### config.mk
export PLATFORM = sky130hd
export DESIGN_NAME = rcpv_top
export DESIGN_NICKNAME = d
export VERILOG_FILES = /design/src/rtl/rcpv_pkg.sv /design/src/rtl/rcpv_top.sv
export SDC_FILE = /design/constraint.sdc
export NUM_CORES = 1
export LEC_CHECK = 0
export BUFFER_PORTS_ARGS = -buffer_cell sky130_fd_sc_hd__buf_2
export CAP_MARGIN = 15
export CORE_MARGIN = 5
export CORE_UTILIZATION = 35
export DETAILED_ROUTE_END_ITERATION = 10
export GPL_TIMING_DRIVEN = 0
export PLACE_DENSITY_LB_ADDON = 0.12
export SYNTH_ARGS = -nofsm -noshare
export SYNTH_HDL_FRONTEND = slang
export SYNTH_SLANG_ARGS = --single-unit
### constraint.sdc
create_clock -name i_ref_clk -period 2.4 [get_ports i_ref_clk]
set_clock_uncertainty 0.2 [all_clocks]
set_input_delay 0.12 -clock i_ref_clk [delete_from_list [all_inputs] [get_ports i_ref_clk]]
set_output_delay 0.12 -clock i_ref_clk [all_outputs]
set_load 0.005 [all_outputs]
### src/rtl/rcpv_pkg.sv
// package: constants and types for the reset cause and program counter vector block
package rcpv_pkg;
    // register map, word addresses on the register port
    localparam logic [7:0] RCPV_ADDR_STATUS  = 8'h03;
    localparam logic [7:0] RCPV_ADDR_FSP     = 8'h04;
    localparam logic [7:0] RCPV_ADDR_IRQ_ST  = 8'h10;
    localparam logic [7:0] RCPV_ADDR_IRQ_MSK = 8'h11;
    localparam logic [7:0] RCPV_ADDR_CAUSE   = 8'h12;
    localparam logic [7:0] RCPV_ADDR_PC_LO   = 8'h13;
    localparam logic [7:0] RCPV_ADDR_PC_HI   = 8'h14;
    localparam logic [7:0] RCPV_ADDR_CTRL    = 8'h15;

    // status register field positions
    localparam int RCPV_ST_PAGE_LSB = 5;
    localparam int RCPV_ST_TO       = 4;
    localparam int RCPV_ST_PD       = 3;
    localparam int RCPV_ST_ZERO     = 2;
    localparam int RCPV_ST_DC       = 1;
    localparam int RCPV_ST_CARRY    = 0;

    // file select pointer bank field
    localparam int RCPV_FSP_BANK_LSB = 5;

    // power-on value of the status register, arithmetic bits zero
    localparam logic [7:0] RCPV_STATUS_POR = 8'h18;

    // interrupt event bit positions
    localparam int RCPV_EV_POR    = 0;
    localparam int RCPV_EV_CLR    = 1;
    localparam int RCPV_EV_CLRWK  = 2;
    localparam int RCPV_EV_WDT    = 3;
    localparam int RCPV_EV_WDTWK  = 4;
    localparam int RCPV_EV_W      = 5;

    // control register bit: request core halt
    localparam int RCPV_CTRL_HALT = 0;

    // reset causes
    typedef enum logic [4:0] {
        RCPV_CAUSE_POR   = 5'h01,
        RCPV_CAUSE_CLR   = 5'h02,
        RCPV_CAUSE_CLRWK = 5'h04,
        RCPV_CAUSE_WDT   = 5'h08,
        RCPV_CAUSE_WDTWK = 5'h10
    } rcpv_cause_t;

    // core sequencing states
    typedef enum logic [2:0] {
        RCPV_ST_HOLD = 3'h1,
        RCPV_ST_RUN  = 3'h2,
        RCPV_ST_HLT  = 3'h4
    } rcpv_state_t;

    // reset source bundle
    typedef struct packed {
        logic power_on;
        logic external_clear_input;
        logic watchdog_timer;
    } rcpv_src_t;

    // register port request
    typedef struct packed {
        logic [7:0] addr;
        logic [7:0] wdata;
        logic       wr;
        logic       rd;
    } rcpv_req_t;
endpackage

### src/rtl/rcpv_top.sv
// module: reset merge, cause flags, status register and program counter vector
//
// The strobed register port was decided locally.
`timescale 1ns/100ps
`default_nettype none

////////////////////////////////////////////////////////////////////////////////
module rcpv_top
#(
    parameter int PC_W     = 9,
    parameter int BANK_W   = 0
)
(
    // clock and reset
    input  wire logic                 i_ref_clk,
    input  wire logic                 i_reset,
    // reset sources
    input  wire rcpv_pkg::rcpv_src_t  i_src,
    // core side
    input  wire logic                 i_sleep_req,
    input  wire logic                 i_fetch_adv,
    input  wire logic                 i_branch,
    input  wire logic [PC_W-1:0]      i_branch_addr,
    input  wire logic [2:0]           i_alu_flags,
    input  wire logic                 i_alu_flags_we,
    // register port
    input  wire rcpv_pkg::rcpv_req_t  i_req,
    output logic [7:0]                o_rdata,
    // outputs
    output logic                      o_core_reset,
    output logic                      o_halted,
    output logic [PC_W-1:0]           o_program_counter,
    output logic [7:0]                o_status_flags,
    output logic [1:0]                o_page_select,
    output logic [2:0]                o_bank_select,
    output logic                      o_irq
);
    import rcpv_pkg::*;

    ////////////////////////////////////////////////////////////////////////////
    // elaboration checks
    initial
    begin
        if (PC_W < 9 || PC_W > 11)
            $error("program counter width must be 9 to 11");
        if (BANK_W < 0 || BANK_W > 3)
            $error("bank width must be 0 to 3");
    end

    localparam logic [PC_W-1:0] PC_VECTOR = {PC_W{1'b1}};
    localparam logic [PC_W-1:0] PC_ONE    = {{(PC_W-1){1'b0}}, 1'b1};

    ////////////////////////////////////////////////////////////////////////////
    // registers
    rcpv_state_t      state;
    logic [7:0]       status_flags;
    logic [7:0]       file_select_pointer;
    logic [PC_W-1:0]  program_counter;
    logic [4:0]       irq_status;
    logic [4:0]       irq_mask;
    logic [4:0]       last_cause;
    logic             halt_ctrl;
    logic             por_seen;
    logic             src_d;

    ////////////////////////////////////////////////////////////////////////////
    // reset source decode
    wire  in_halt    = (state == RCPV_ST_HLT);
    wire  por_ev     = i_src.power_on | ~por_seen;
    wire  clr_ev     = i_src.external_clear_input & ~por_ev;
    wire  wdt_ev     = i_src.watchdog_timer & ~por_ev & ~i_src.external_clear_input;
    wire  any_src    = i_src.power_on | i_src.external_clear_input
                     | i_src.watchdog_timer | ~por_seen;
    wire  src_start  = any_src & ~src_d;
    wire  wake_clr   = clr_ev & in_halt;
    wire  wake_wdt   = wdt_ev & in_halt;

    wire [4:0] cause_now =
        por_ev   ? RCPV_CAUSE_POR :
        wake_clr ? RCPV_CAUSE_CLRWK :
        clr_ev   ? RCPV_CAUSE_CLR :
        wake_wdt ? RCPV_CAUSE_WDTWK : RCPV_CAUSE_WDT;

    // cause flag values per reset kind
    wire next_to = por_ev   ? 1'b1 :
                   wake_clr ? 1'b1 :
                   clr_ev   ? status_flags[RCPV_ST_TO] :
                   1'b0;
    wire next_pd = por_ev   ? 1'b1 :
                   wake_clr ? 1'b0 :
                   clr_ev   ? status_flags[RCPV_ST_PD] :
                   wake_wdt ? 1'b0 : 1'b1;

    // status image under reset: page bits clear, arithmetic kept except on power-on, which loads RCPV_STATUS_POR
    wire [7:0] status_rst = por_ev ? RCPV_STATUS_POR
                          : {3'b000, next_to, next_pd, status_flags[2:0]};

    ////////////////////////////////////////////////////////////////////////////
    // register port decode
    wire  wr_status = i_req.wr & (i_req.addr == RCPV_ADDR_STATUS);
    wire  wr_fsp    = i_req.wr & (i_req.addr == RCPV_ADDR_FSP);
    wire  wr_irq_st = i_req.wr & (i_req.addr == RCPV_ADDR_IRQ_ST);
    wire  wr_irq_mk = i_req.wr & (i_req.addr == RCPV_ADDR_IRQ_MSK);
    wire  wr_ctrl   = i_req.wr & (i_req.addr == RCPV_ADDR_CTRL);
    wire  wr_pcl    = i_req.wr & (i_req.addr == RCPV_ADDR_PC_LO);

    // flags are read-only to software: only page and arithmetic bits writable
    wire [7:0] status_wr = {i_req.wdata[7:5], status_flags[RCPV_ST_TO],
                            status_flags[RCPV_ST_PD], i_req.wdata[2:0]};

    wire [15:0] pc_wide = {{(16-PC_W){1'b0}}, program_counter};

    wire [7:0] rd_mux =
        (i_req.addr == RCPV_ADDR_STATUS)  ? status_flags :
        (i_req.addr == RCPV_ADDR_FSP)     ? file_select_pointer :
        (i_req.addr == RCPV_ADDR_IRQ_ST)  ? {3'b000, irq_status} :
        (i_req.addr == RCPV_ADDR_IRQ_MSK) ? {3'b000, irq_mask} :
        (i_req.addr == RCPV_ADDR_CAUSE)   ? {3'b000, last_cause} :
        (i_req.addr == RCPV_ADDR_PC_LO)   ? pc_wide[7:0] :
        (i_req.addr == RCPV_ADDR_PC_HI)   ? pc_wide[15:8] :
        (i_req.addr == RCPV_ADDR_CTRL)    ? {7'h00, halt_ctrl} : 8'h00;

    ////////////////////////////////////////////////////////////////////////////
    // program counter: increment wraps in the implemented width
    wire [PC_W-1:0] pc_inc = program_counter + PC_ONE;

    // page bits feed the upper counter bits on large stores
    wire [1:0] page_bits = status_flags[RCPV_ST_PAGE_LSB +: 2];
    wire [PC_W-1:0] branch_paged;
    generate
        if (PC_W > 9)
        begin : g_paged
            assign branch_paged = {page_bits[PC_W-10:0], i_branch_addr[8:0]};
        end
        else
        begin : g_flat
            assign branch_paged = i_branch_addr;
        end
    endgenerate

    wire [PC_W-1:0] pc_load = {pc_wide[PC_W-1:8], i_req.wdata};

    wire [PC_W-1:0] next_pc =
        wr_pcl      ? pc_load :
        i_branch    ? branch_paged :
        i_fetch_adv ? pc_inc : program_counter;

    // a mask write takes effect on the interrupt in the same edge
    wire [4:0] next_irq_mask = wr_irq_mk ? i_req.wdata[4:0] : irq_mask;

    // sticky event set wins over write-one clear
    wire [4:0] next_irq_status =
        (irq_status & ~(wr_irq_st ? i_req.wdata[4:0] : 5'h00))
        | (src_start ? cause_now : 5'h00);

    ////////////////////////////////////////////////////////////////////////////
    // sequencer and registers
    always_ff @(posedge i_ref_clk or posedge i_reset)
    begin
        if (i_reset)
        begin
            state               <= RCPV_ST_HOLD;
            status_flags        <= RCPV_STATUS_POR;
            file_select_pointer <= 8'h00;
            program_counter     <= PC_VECTOR;
            irq_status          <= 5'h00;
            irq_mask            <= 5'h00;
            last_cause          <= 5'h00;
            halt_ctrl           <= 1'b0;
            por_seen            <= 1'b0;
            src_d               <= 1'b0;
        end
        else
        begin
            src_d    <= any_src;
            por_seen <= 1'b1;
            irq_status <= next_irq_status;
            if (wr_irq_mk)
                irq_mask <= i_req.wdata[4:0];
            if (any_src)
            begin
                // every warm reset restarts the core from the vector
                state           <= RCPV_ST_HOLD;
                // flags taken once per source: a held source does not re-judge, except a held power-on, which reloads every cycle
                if (src_start || por_ev)
                begin
                    status_flags <= status_rst;
                    last_cause   <= cause_now;
                end
                program_counter <= PC_VECTOR;
                halt_ctrl       <= 1'b0;
                // pointer is unaffected by warm resets
                if (por_ev)
                    file_select_pointer <= 8'h00;
            end
            else
            begin
                unique case (state)
                    RCPV_ST_HOLD: state <= RCPV_ST_RUN;
                    RCPV_ST_RUN:
                        if (i_sleep_req || (wr_ctrl && i_req.wdata[RCPV_CTRL_HALT]))
                        begin
                            state  <= RCPV_ST_HLT;
                            // entering halt: timeout set, powerdown cleared
                            status_flags[RCPV_ST_TO] <= 1'b1;
                            status_flags[RCPV_ST_PD] <= 1'b0;
                        end
                    RCPV_ST_HLT: state <= RCPV_ST_HLT;        // only a reset leaves
                endcase
                if (state == RCPV_ST_RUN)
                begin
                    program_counter <= next_pc;
                    if (wr_status)
                        status_flags <= status_wr;
                    else if (i_alu_flags_we)
                        status_flags[2:0] <= i_alu_flags;
                end
                if (wr_fsp)
                    file_select_pointer <= i_req.wdata;
                if (wr_ctrl)
                    halt_ctrl <= i_req.wdata[RCPV_CTRL_HALT];
            end
        end
    end

    ////////////////////////////////////////////////////////////////////////////
    // registered outputs
    wire [2:0] bank_now;
    generate
        if (BANK_W > 0)
        begin : g_bank
            assign bank_now = {{(3-BANK_W){1'b0}},
                file_select_pointer[RCPV_FSP_BANK_LSB +: BANK_W]};
        end
        else
        begin : g_nobank
            assign bank_now = 3'b000;
        end
    endgenerate

    always_ff @(posedge i_ref_clk or posedge i_reset)
    begin
        if (i_reset)
        begin
            o_rdata           <= 8'h00;
            o_core_reset      <= 1'b1;
            o_halted          <= 1'b0;
            o_program_counter <= PC_VECTOR;
            o_status_flags    <= RCPV_STATUS_POR;
            o_page_select     <= 2'b00;
            o_bank_select     <= 3'b000;
            o_irq             <= 1'b0;
        end
        else
        begin
            o_rdata           <= i_req.rd ? rd_mux : 8'h00;
            o_core_reset      <= any_src | (state == RCPV_ST_HOLD);
            o_halted          <= in_halt;
            o_program_counter <= program_counter;
            o_status_flags    <= status_flags;
            o_page_select     <= (PC_W > 9) ? page_bits : 2'b00;
            o_bank_select     <= bank_now;
            o_irq             <= |(next_irq_status & next_irq_mask);
        end
    end
endmodule // rcpv_top

`default_nettype wire

== After elaboration in Yosys (flattened, before gate mapping) ==
Cells that the tools add are included.
Word-level totals
  output and inout bits: 33
  word-level logic and storage cells: 123
  bits of input ports: 39
  flip-flop bits (word level): 74
Cells by class
  muxes and demuxes: 43
  eq/ne operators: 17
  $add $sub $neg: 1
  reductions and logical operators: 18
  bitwise gates (word level): 25
Operators by type and width (count)
  $mux 8: 13
  $eq 8x5->1 const B: 6
  $mux 5: 9
  $mux 9: 5
  $and 1x1->1: 12
  $mux 3: 4
  $and 5x5->5: 2
  $add 9x1->9 const B: 1
  $mux 1: 9
  $pmux 3 s3: 1
  $reduce_and 3->1: 3
  $eq 8x2->1 const B: 1
  $eq 8x3->1 const B: 1
  $reduce_bool 2->1: 4
  $ne 3x3->1 const B: 2
  $reduce_and 2->1: 3
  $reduce_bool 3->1: 2
  $not 5->5: 1
  $or 1x1->1: 5
  $or 5x5->5: 1
  $reduce_or 5->1: 1
  $mux 2: 2
  $ne 2x2->1 const B: 2
  $ne 4x3->1 const B: 1
  9 further kinds: 13

== Longest topological paths before layout ==
Gate-level depths: netlist of run 1.
  depth in word-level cells: 14
  gate-level depth with buffers: 6

== Worst setup path after synthesis of run 1 ==
No wires, ideal clock.
  kind: input -> register
  start point: in i_req[15] in the netlist's numbering
  end point: reg o_irq
  setup slack: 517 ps
  path buffers: 1
  stages: 6
  library setup time: 139 ps
  arrival time: 1544 ps
  cell sequence: nor4_4 > and4b_1 > buf_2 > mux2_1 > a22oi_1 > o2111ai_1
RTL lines
  start, declared: line rcpv_top.sv:27  | input wire rcpv_pkg::rcpv_req_t i_req,
  $eq 8x5->1: line rcpv_top.sv:103  | wire wr_irq_mk = i_req.wr & (i_req.addr == RCPV_ADDR_IRQ_MSK);
  $and 1x1->1: line rcpv_top.sv:103
  $mux 5: line rcpv_top.sv:149  | wire [4:0] next_irq_mask = wr_irq_mk ? i_req.wdata[4:0] : irq_mask;
  net next_irq_mask[2]: line rcpv_top.sv:149
  $and 5x5->5: line rcpv_top.sv:263  | o_irq <= |(next_irq_status & next_irq_mask);
  $reduce_or 5->1: line rcpv_top.sv:263
  end signal, assigned: line rcpv_top.sv:263
  end, declared: line rcpv_top.sv:36  | output logic o_irq
The timed path passes the listed nets, and every way through them passes these cells.
A chain may end at the register's enable or synchronous reset.

== Worst setup path in the final report of run 1 ==
  start point: in i_src[1] in the netlist's numbering
  end point: reg file_select_pointer[0]
Between the ends
  word-level cells in the longest chain between the ends: 5
Ends and longest elaborated chain
  start, declared: line rcpv_top.sv:18  | input wire rcpv_pkg::rcpv_src_t i_src,
  $or 1x1->1 (*): line rcpv_top.sv:72  | wire any_src = i_src.power_on | i_src.external_clear_input
  $or 1x1->1 (*) (2 in series): line rcpv_top.sv:73  | | i_src.watchdog_timer | ~por_seen;
  $ne 2x2->1 (no source line) / $reduce_bool 2->1 (equally long branches)
  $reduce_and 2->1 (no source line)
  end signal, assigned: line rcpv_top.sv:219  | file_select_pointer <= i_req.wdata;
  end, declared: line rcpv_top.sv:57  | logic [7:0] file_select_pointer;
Every way passes the cells marked *; elsewhere a longest branch is shown, timed or not.

==> results of run 1 <==
==> power by group <==
part	internal [mW]	switching [mW]	leakage, nW
Sequential	1.27	0.00999	0.925
Combinational	0.110	0.131	1.12
Clock	0.589	0.486	0.107
==> what timing repair did <==
item                                    4_1_cts  5_1_grt
resized for setup                             1        0
endpoints found under the setup margin        4        1
hold buffers                                 26        0
gates cloned                                  0        0
hold endpoints to repair                     96        0
==> layout by cell type, fill, tap and decap left out, drive strengths merged, types with 5 or more instances in the layout <==
master       count
conb             6
dfstp           24
o21ai           12
a21o             6
nor3b            5
nand3           13
clkbuf          15
a21oi           12
dfrtp           50
a21boi          11
nand2           37
a2bb2oi          7
nor3             5
a22oi           12
buf             76
inv             12
mux2i           10
or2              5
nor2            18
dlygate4sd3     26
==> logic make-up after synthesis <==
logic type               after synthesis
multiplexers                          18
adder cells (fa/ha/maj)                1
other                                  2
flip-flops                            74
XOR/XNOR                               6
AND/OR/NAND/NOR                      109
AO/OA/AOI/OAI                         80
buffers and inverters                 28
==> routing by layer <==
metal | up-vias | global-route usage
li1 | 1360 | -
met1 | 1379 | 0.218
met2 | 67 | 0.254
met3 | 8 | 0.0377
met4 | 0 | 0.0452
met5 | - | 0
==> worst reg2reg max path, stage by stage, from the launching register on <==
cell and delay, ns:
dfrtp_1 0.39, nand2b_4 0.10, nor3_4 0.29, and3_1 0.43
nand2_1 0.09, o31ai_1 0.07, dlygate4sd3_1 0.59
==> area by class of cell <==
cell class | instances | area, um2
clock inverters | 6 | 90.1
inverters | 12 | 48.8
well taps | 133 | 166
fillers | 984 | 5270
multi-input cells | 220 | 1550
repair buffers | 92 | 613
plain buffers | 15 | 80.1
flip-flops and latches | 74 | 1880
clock buffers | 10 | 128
==> synthesized netlist by cell type, types with 4 or more instances <==
| cell | n |
|---|---|
| dfstp_2 | 24 |
| buf_2 | 4 |
| xnor2_1 | 4 |
| a21o_1 | 6 |
| dfrtp_1 | 50 |
| nand3_1 | 12 |
| mux4_2 | 4 |
| buf_4 | 5 |
| a21boi_0 | 10 |
| a22oi_1 | 12 |
| o31ai_1 | 4 |
| or2_2 | 5 |
| a2bb2oi_1 | 7 |
| nand2_1 | 37 |
| nor2_1 | 18 |
| clkbuf_1 | 6 |
| mux2i_1 | 10 |
| o21ai_0 | 11 |
| a21oi_1 | 12 |
| and4b_1 | 4 |
| inv_1 | 11 |
==> state kept, by name, summed over array words and instances, names as in the netlist, 3 cells and up <==
register	count
o_program_counter	9
program_counter	9
file_select_pointer	8
o_rdata	8
o_status_flags	8
status_flags	8
irq_mask	5
irq_status	5
last_cause	5
state	3
==> stage by stage <==
step           area (um2)  setup slack [ns]  utilization
2_1_floorplan        3560             0.238            -
3_3_place_gp         4050            -0.736        0.412
3_5_place_dp         4080          -0.00167        0.415
4_1_cts              4560            0.0206        0.464
5_1_grt              4550            0.0209        0.464
6_report             4550             0.131        0.464
==> how the worst min path moves through the flow <==
stage	slack (ns)	start	depth (start not counted)	end
finish	0.008	i_branch_addr[2]	5	program_counter[2]$_DFFE_PP1P_
floorplan	0.03	i_req[7]	2	file_select_pointer[5]$_DFFE_PP0P_
CTS	0.004	i_src[2]	4	status_flags[4]$_DFFE_PP1P_
global route	0.02	i_branch_addr[2]	5	program_counter[2]$_DFFE_PP1P_
detailed placement	-0.14	i_reset	2	state[2]$_DFFE_PP0P_
global placement	0.18	i_req[9]	3	file_select_pointer[7]$_DFFE_PP0P_
==> impl_metrics.toml, run 1 <==
[status]
outcome = "finished clean"

[setup_path]
worstReg2RegStart = "por_seen$_DFF_PP0_"
rrSetupSlack_ns = 0.19
cp_cell_sequence = "dlygate4sd3_1, buf_2, nor3_4, and3_1, nand2_1, o31ai_1, dlygate4sd3_1"
cp_top_family = "buffers and inverters"
cp-startpoint = "i_src[1]"
cp.depth = 7
reg2regPathDepth = 6
end_kind = "flop"
arrival_ns = 2.36
reg2reg_to = "file_select_pointer[0]$_DFFE_PP0P_"
crit_slowest_cell = "dlygate4sd3_1"
worst_path_most_repeated_cell = "dlygate4sd3_1"
cp.required_ns = 2.49
path_max_fanout = 9
cp_num_buf_inv = 3
crit_type = "input pin to flop"
startpoint_type = "input pin"
critPathCapture = "file_select_pointer[0]$_DFFE_PP0P_"
cpPeakStageDelay_ns = 0.59

[placed_design]
dp_hpwl_mm = 6.95
port_buffers = 65
routabilityCongestion = 0.789
dp_cells = 521

[timing]
slew_headroom = 0.508
timing.fmax_mhz = 441
holdWs_ns = 0.00810
period_needed_ns = 2.27
finalSetupTns_ns = 0
setup_violations = 0
hold_viol_final = 0
slew_viol_final = 0
post-route-period-util = 0.946
rsz0062_at_grt = "no"
tightest_slew_ns = 0.736

[global_route]
grt_usage = 0.160
overflow = 0
antenna_found_initial = 0
grt_max_degree = 63
grt_pass1_vias = 2886
grt_pass1_wl_mm = 15.5

[synth]
synth-compound-area-share = 0.164
synth_top_family_by_area = "simple AND/OR/NAND/NOR gates"
synth-simple-area-share = 0.181
ys.warnings.count = 0
seq_area_frac_synth = 0.531
ys_ff_latch = 74
synth_area_per_cell_um2 = 11.1
synthFlopType = "dfrtp_1"
yosys.area.top_type = "dfrtp_1"
yosysUniqueCellTypes = 64
synth-edff-count = 0
synth_top_cell_area_share = 0.353
yosys.area_share.xor_xnor = 0.0148
synth_cells = 318
netlist_area_um2 = 3540
synthArstFlopShare = 1.00
yosys.area_share.adder = 0.00353
synthTopCellsByArea = "dfrtp_1, dfstp_2, nand2_1, mux2i_1, a22oi_1"
synth_mux_area_frac = 0.0664

[floorplan]
chipWidth_um = 111
io_pins = 72
dieArea_um2 = 12200
core.rowCount = 36
start_util = 0.361
dieHeight_um = 111
coreArea_um2 = 9820

[drt]
route.met2.wl_mm = 4.47
via_per_inst = 5.01
highest_layer = "met4"
met3WireLength_um = 482
vias = 2814
wl_met1_mm = 4.52
drt-pass1-iter-count = 4
avgRoutedWirePerCell_um = 17.0
finalWirelength_mm = 9.56
drc = 0
ant_nets = 0
drt_iter0_markers = 233

[layout]
fin_cells = 562
nets = 464
drive_above_1_share = 0.329
syn2layout_area_growth_pct = 28.6
n_antenna_cell = 0

[clock_network]
clk_pin_slew_ns = 0.08
root_buffer = "clkbuf_8"
cts_max_level = 3
cts_tree = "yes"
ctsLongestPathBuffers = 2
numCtsBuffers = 9
postCtsSetupBuffers = 0
clk_latency_ns = 0.35
clock_sinks = 74

[pwr]
powerDensity_nw_per_um2 = 569
total_power_mw = 2.59
ir_drop_mv = 0.215
p_leak_nw = 2.15

[min_path]
hold_path_class = "input pin to flop"

[run]
cap_violations = 0
(Power assumes the default switching activity.)
==> inputs of run 2 (changes only) <==
--- a/config.mk
+++ b/config.mk
@@ -7,6 +7,9 @@
 export LEC_CHECK = 0
 export BUFFER_PORTS_ARGS = -buffer_cell sky130_fd_sc_hd__buf_2
 export CAP_MARGIN = 15
+export CELL_PAD_IN_SITES_DETAIL_PLACEMENT = 2
+export CELL_PAD_IN_SITES_GLOBAL_PLACEMENT = 2
+export CORE_ASPECT_RATIO = 0.9
 export CORE_MARGIN = 5
 export CORE_UTILIZATION = 35
 export DETAILED_ROUTE_END_ITERATION = 10
==> run 2 against run 1 <==
Effect of this change: core utilization rose by 0.051 points; routed wire length rose by 25%; die area barely moved; via count rose by 4.3%; clock-buffer cell count rose by 1; critical path depth rose by 1; total power rose by 8.9%; clock power rose by 21%; sequential share of layout area rose by 0.10 points; sequential cell count did not move; fmax rose by 3.2%; non-clock buffer count fell by 6.
==> impl_metrics.toml, run 2 (synthesis gave the netlist of run 1 again) <==
[pwr]
p_comb_frac = 0.086
powerDensity_nw_per_um2 = 622
p_switching_mw = 0.692
power_frac_seq = 0.453
clockPowerShare = 0.461
p_leak_nw = 2.15
switching_share = 0.245
ir_drop_mv = 0.308
p_int_mw = 2.13

[min_path]
whs_endpoint = "program_counter[1]$_DFFE_PP1P_"
min-delay-start = "i_branch_addr[1]"
hold_path_class = "input pin to flop"
holdPathStages = 5

[global_route]
antenna_found_initial = 0
grt_pass1_wl_mm = 18.9
overflow = 0
grt_usage = 0.203
grt_max_degree = 40
grt_pass1_vias = 3370

[drt]
avgRoutedWirePerCell_um = 21.8
drt-pass1-iter-count = 4
vias = 2936
via_per_inst = 5.35
drt_iter0_markers = 86
finalWirelength_mm = 11.9
ant_nets = 0
drc = 0

[setup_path]
crit_type = "input pin to flop"
arrival_ns = 2.25
cp.required_ns = 2.45
end_kind = "flop"
cp-startpoint = "i_src[2]"
startpoint_type = "input pin"
worstReg2RegStart = "state[1]$_DFFE_PP0P_"
path_max_fanout = 10
rrSetupSlack_ns = 0.22
reg2regPathDepth = 5
reg2reg_to = "o_irq$_DFF_PP0_"

[status]
outcome = "finished clean"

[layout]
final_cell_mix = "buf_2, dfrtp_1, nand2_1, dfstp_2, dlygate4sd3_1"
nets = 458
nFillCells = 1041
top_regs = "o_program_counter x9, program_counter x9"
design_area_um2 = 4540
fin_cells = 549
drive_above_1_share = 0.336
n_antenna_cell = 0
syn2layout_area_growth_pct = 28.3
final_core_util = 0.464
final_common_cell = "buf_2"

[floorplan]
coreArea_um2 = 9780
io_pins = 72
start_util = 0.362
core.rowCount = 34
dieHeight_um = 105
chipWidth_um = 116
dieArea_um2 = 12200

[timing]
rsz0062_at_grt = "no"
hold_viol_final = 0
timing.fmax_mhz = 455
finalSetupTns_ns = 0
post-route-period-util = 0.916
tightest_slew_ns = 0.863
holdWs_ns = 0.0132
setup_violations = 0
slew_headroom = 0.423
period_needed_ns = 2.20
slew_viol_final = 0

[clock_network]
cts_max_level = 3
postCtsSetupBuffers = 0
clk_latency_ns = 0.33
cts_tree = "yes"
ctsLongestPathBuffers = 2
numCtsBuffers = 9
clock_sinks = 74
root_buffer = "clkbuf_16"
clk_pin_slew_ns = 0.06

[placed_design]
routabilityCongestion = 0.845
dp_cells = 514
dp_hpwl_mm = 8.53
port_buffers = 65
placed_area_um2 = 4060

[run]
cap_violations = 0
[run 2: power by group through the flow]
stage	Combinational [mW]	Sequential (mW)	Clock, mW
final	0.242	1.28	1.30
after global routing	0.267	1.28	1.39
after CTS	0.244	1.28	1.33
after detailed placement	0.218	1.30	0
after global placement	0.208	1.30	0
after floorplan	0.114	1.30	0
[run 2: repair_timing]
item | CTS | global route
gates resized for setup | 1 | 1
pin swaps | 0 | 0
endpoints found under the setup margin | 5 | 4
endpoints found under the hold margin | 72 | 0
hold buffers | 19 | 0
[run 2: worst max path at each step]
| stage | end | slack, ns |
|---|---|---|
| global placement | irq_mask[2]$_DFF_PP0_ | -0.76 |
| finish | program_counter[0]$_DFFE_PP1P_ | 0.20 |
| CTS | program_counter[0]$_DFFE_PP1P_ | 0.02 |
| global route | o_irq$_DFF_PP0_ | 0.1 |
| detailed placement | o_irq$_DFF_PP0_ | -0.07 |
| floorplan | file_select_pointer[0]$_DFFE_PP0P_ | 0.24 |
[run 2: stage by stage]
stage	setup WS (ns)	power, mW
floorplan	0.238	1.41
detailed placement	-0.0720	1.52
finish	0.202	2.82
CTS	0.0222	2.85
global placement	-0.759	1.51
global route	0.0969	2.93
[run 2: metal layers]
metal / share of wire / GRT usage / routed length, um / up-vias
met3: 0.027 / 0.0338 / 321 / 10
li1: - / - / - / 1341
met5: 0 / 0 / 0 / -
met4: 0.011 / 0.0505 / 133 / 0
met2: 0.52 / 0.359 / 6250 / 50
met1: 0.44 / 0.258 / 5240 / 1535
[run 2: area by class of cell]
cell class	count	area, um2	share of cell area
Clock buffer	11	253	0.0556
Inverter	12	50.0	0.0110
Sequential cell	74	1880	0.414
Multi-Input combinational cell	220	1550	0.340
Tap cell	126	158	0.0347
Buffer	16	83.8	0.0185
Timing Repair Buffer	85	536	0.118
Clock inverter	5	35.0	0.00771
[run 2: worst max-delay path, cell delays in order]
cell	delay, ns
dlygate4sd3_1	0.53
buf_2	0.13
nand2b_4	0.17
nor3_4	0.33
inv_4	0.15
or2_2	0.40
nor2_1	0.29
a2bb2oi_1	0.12
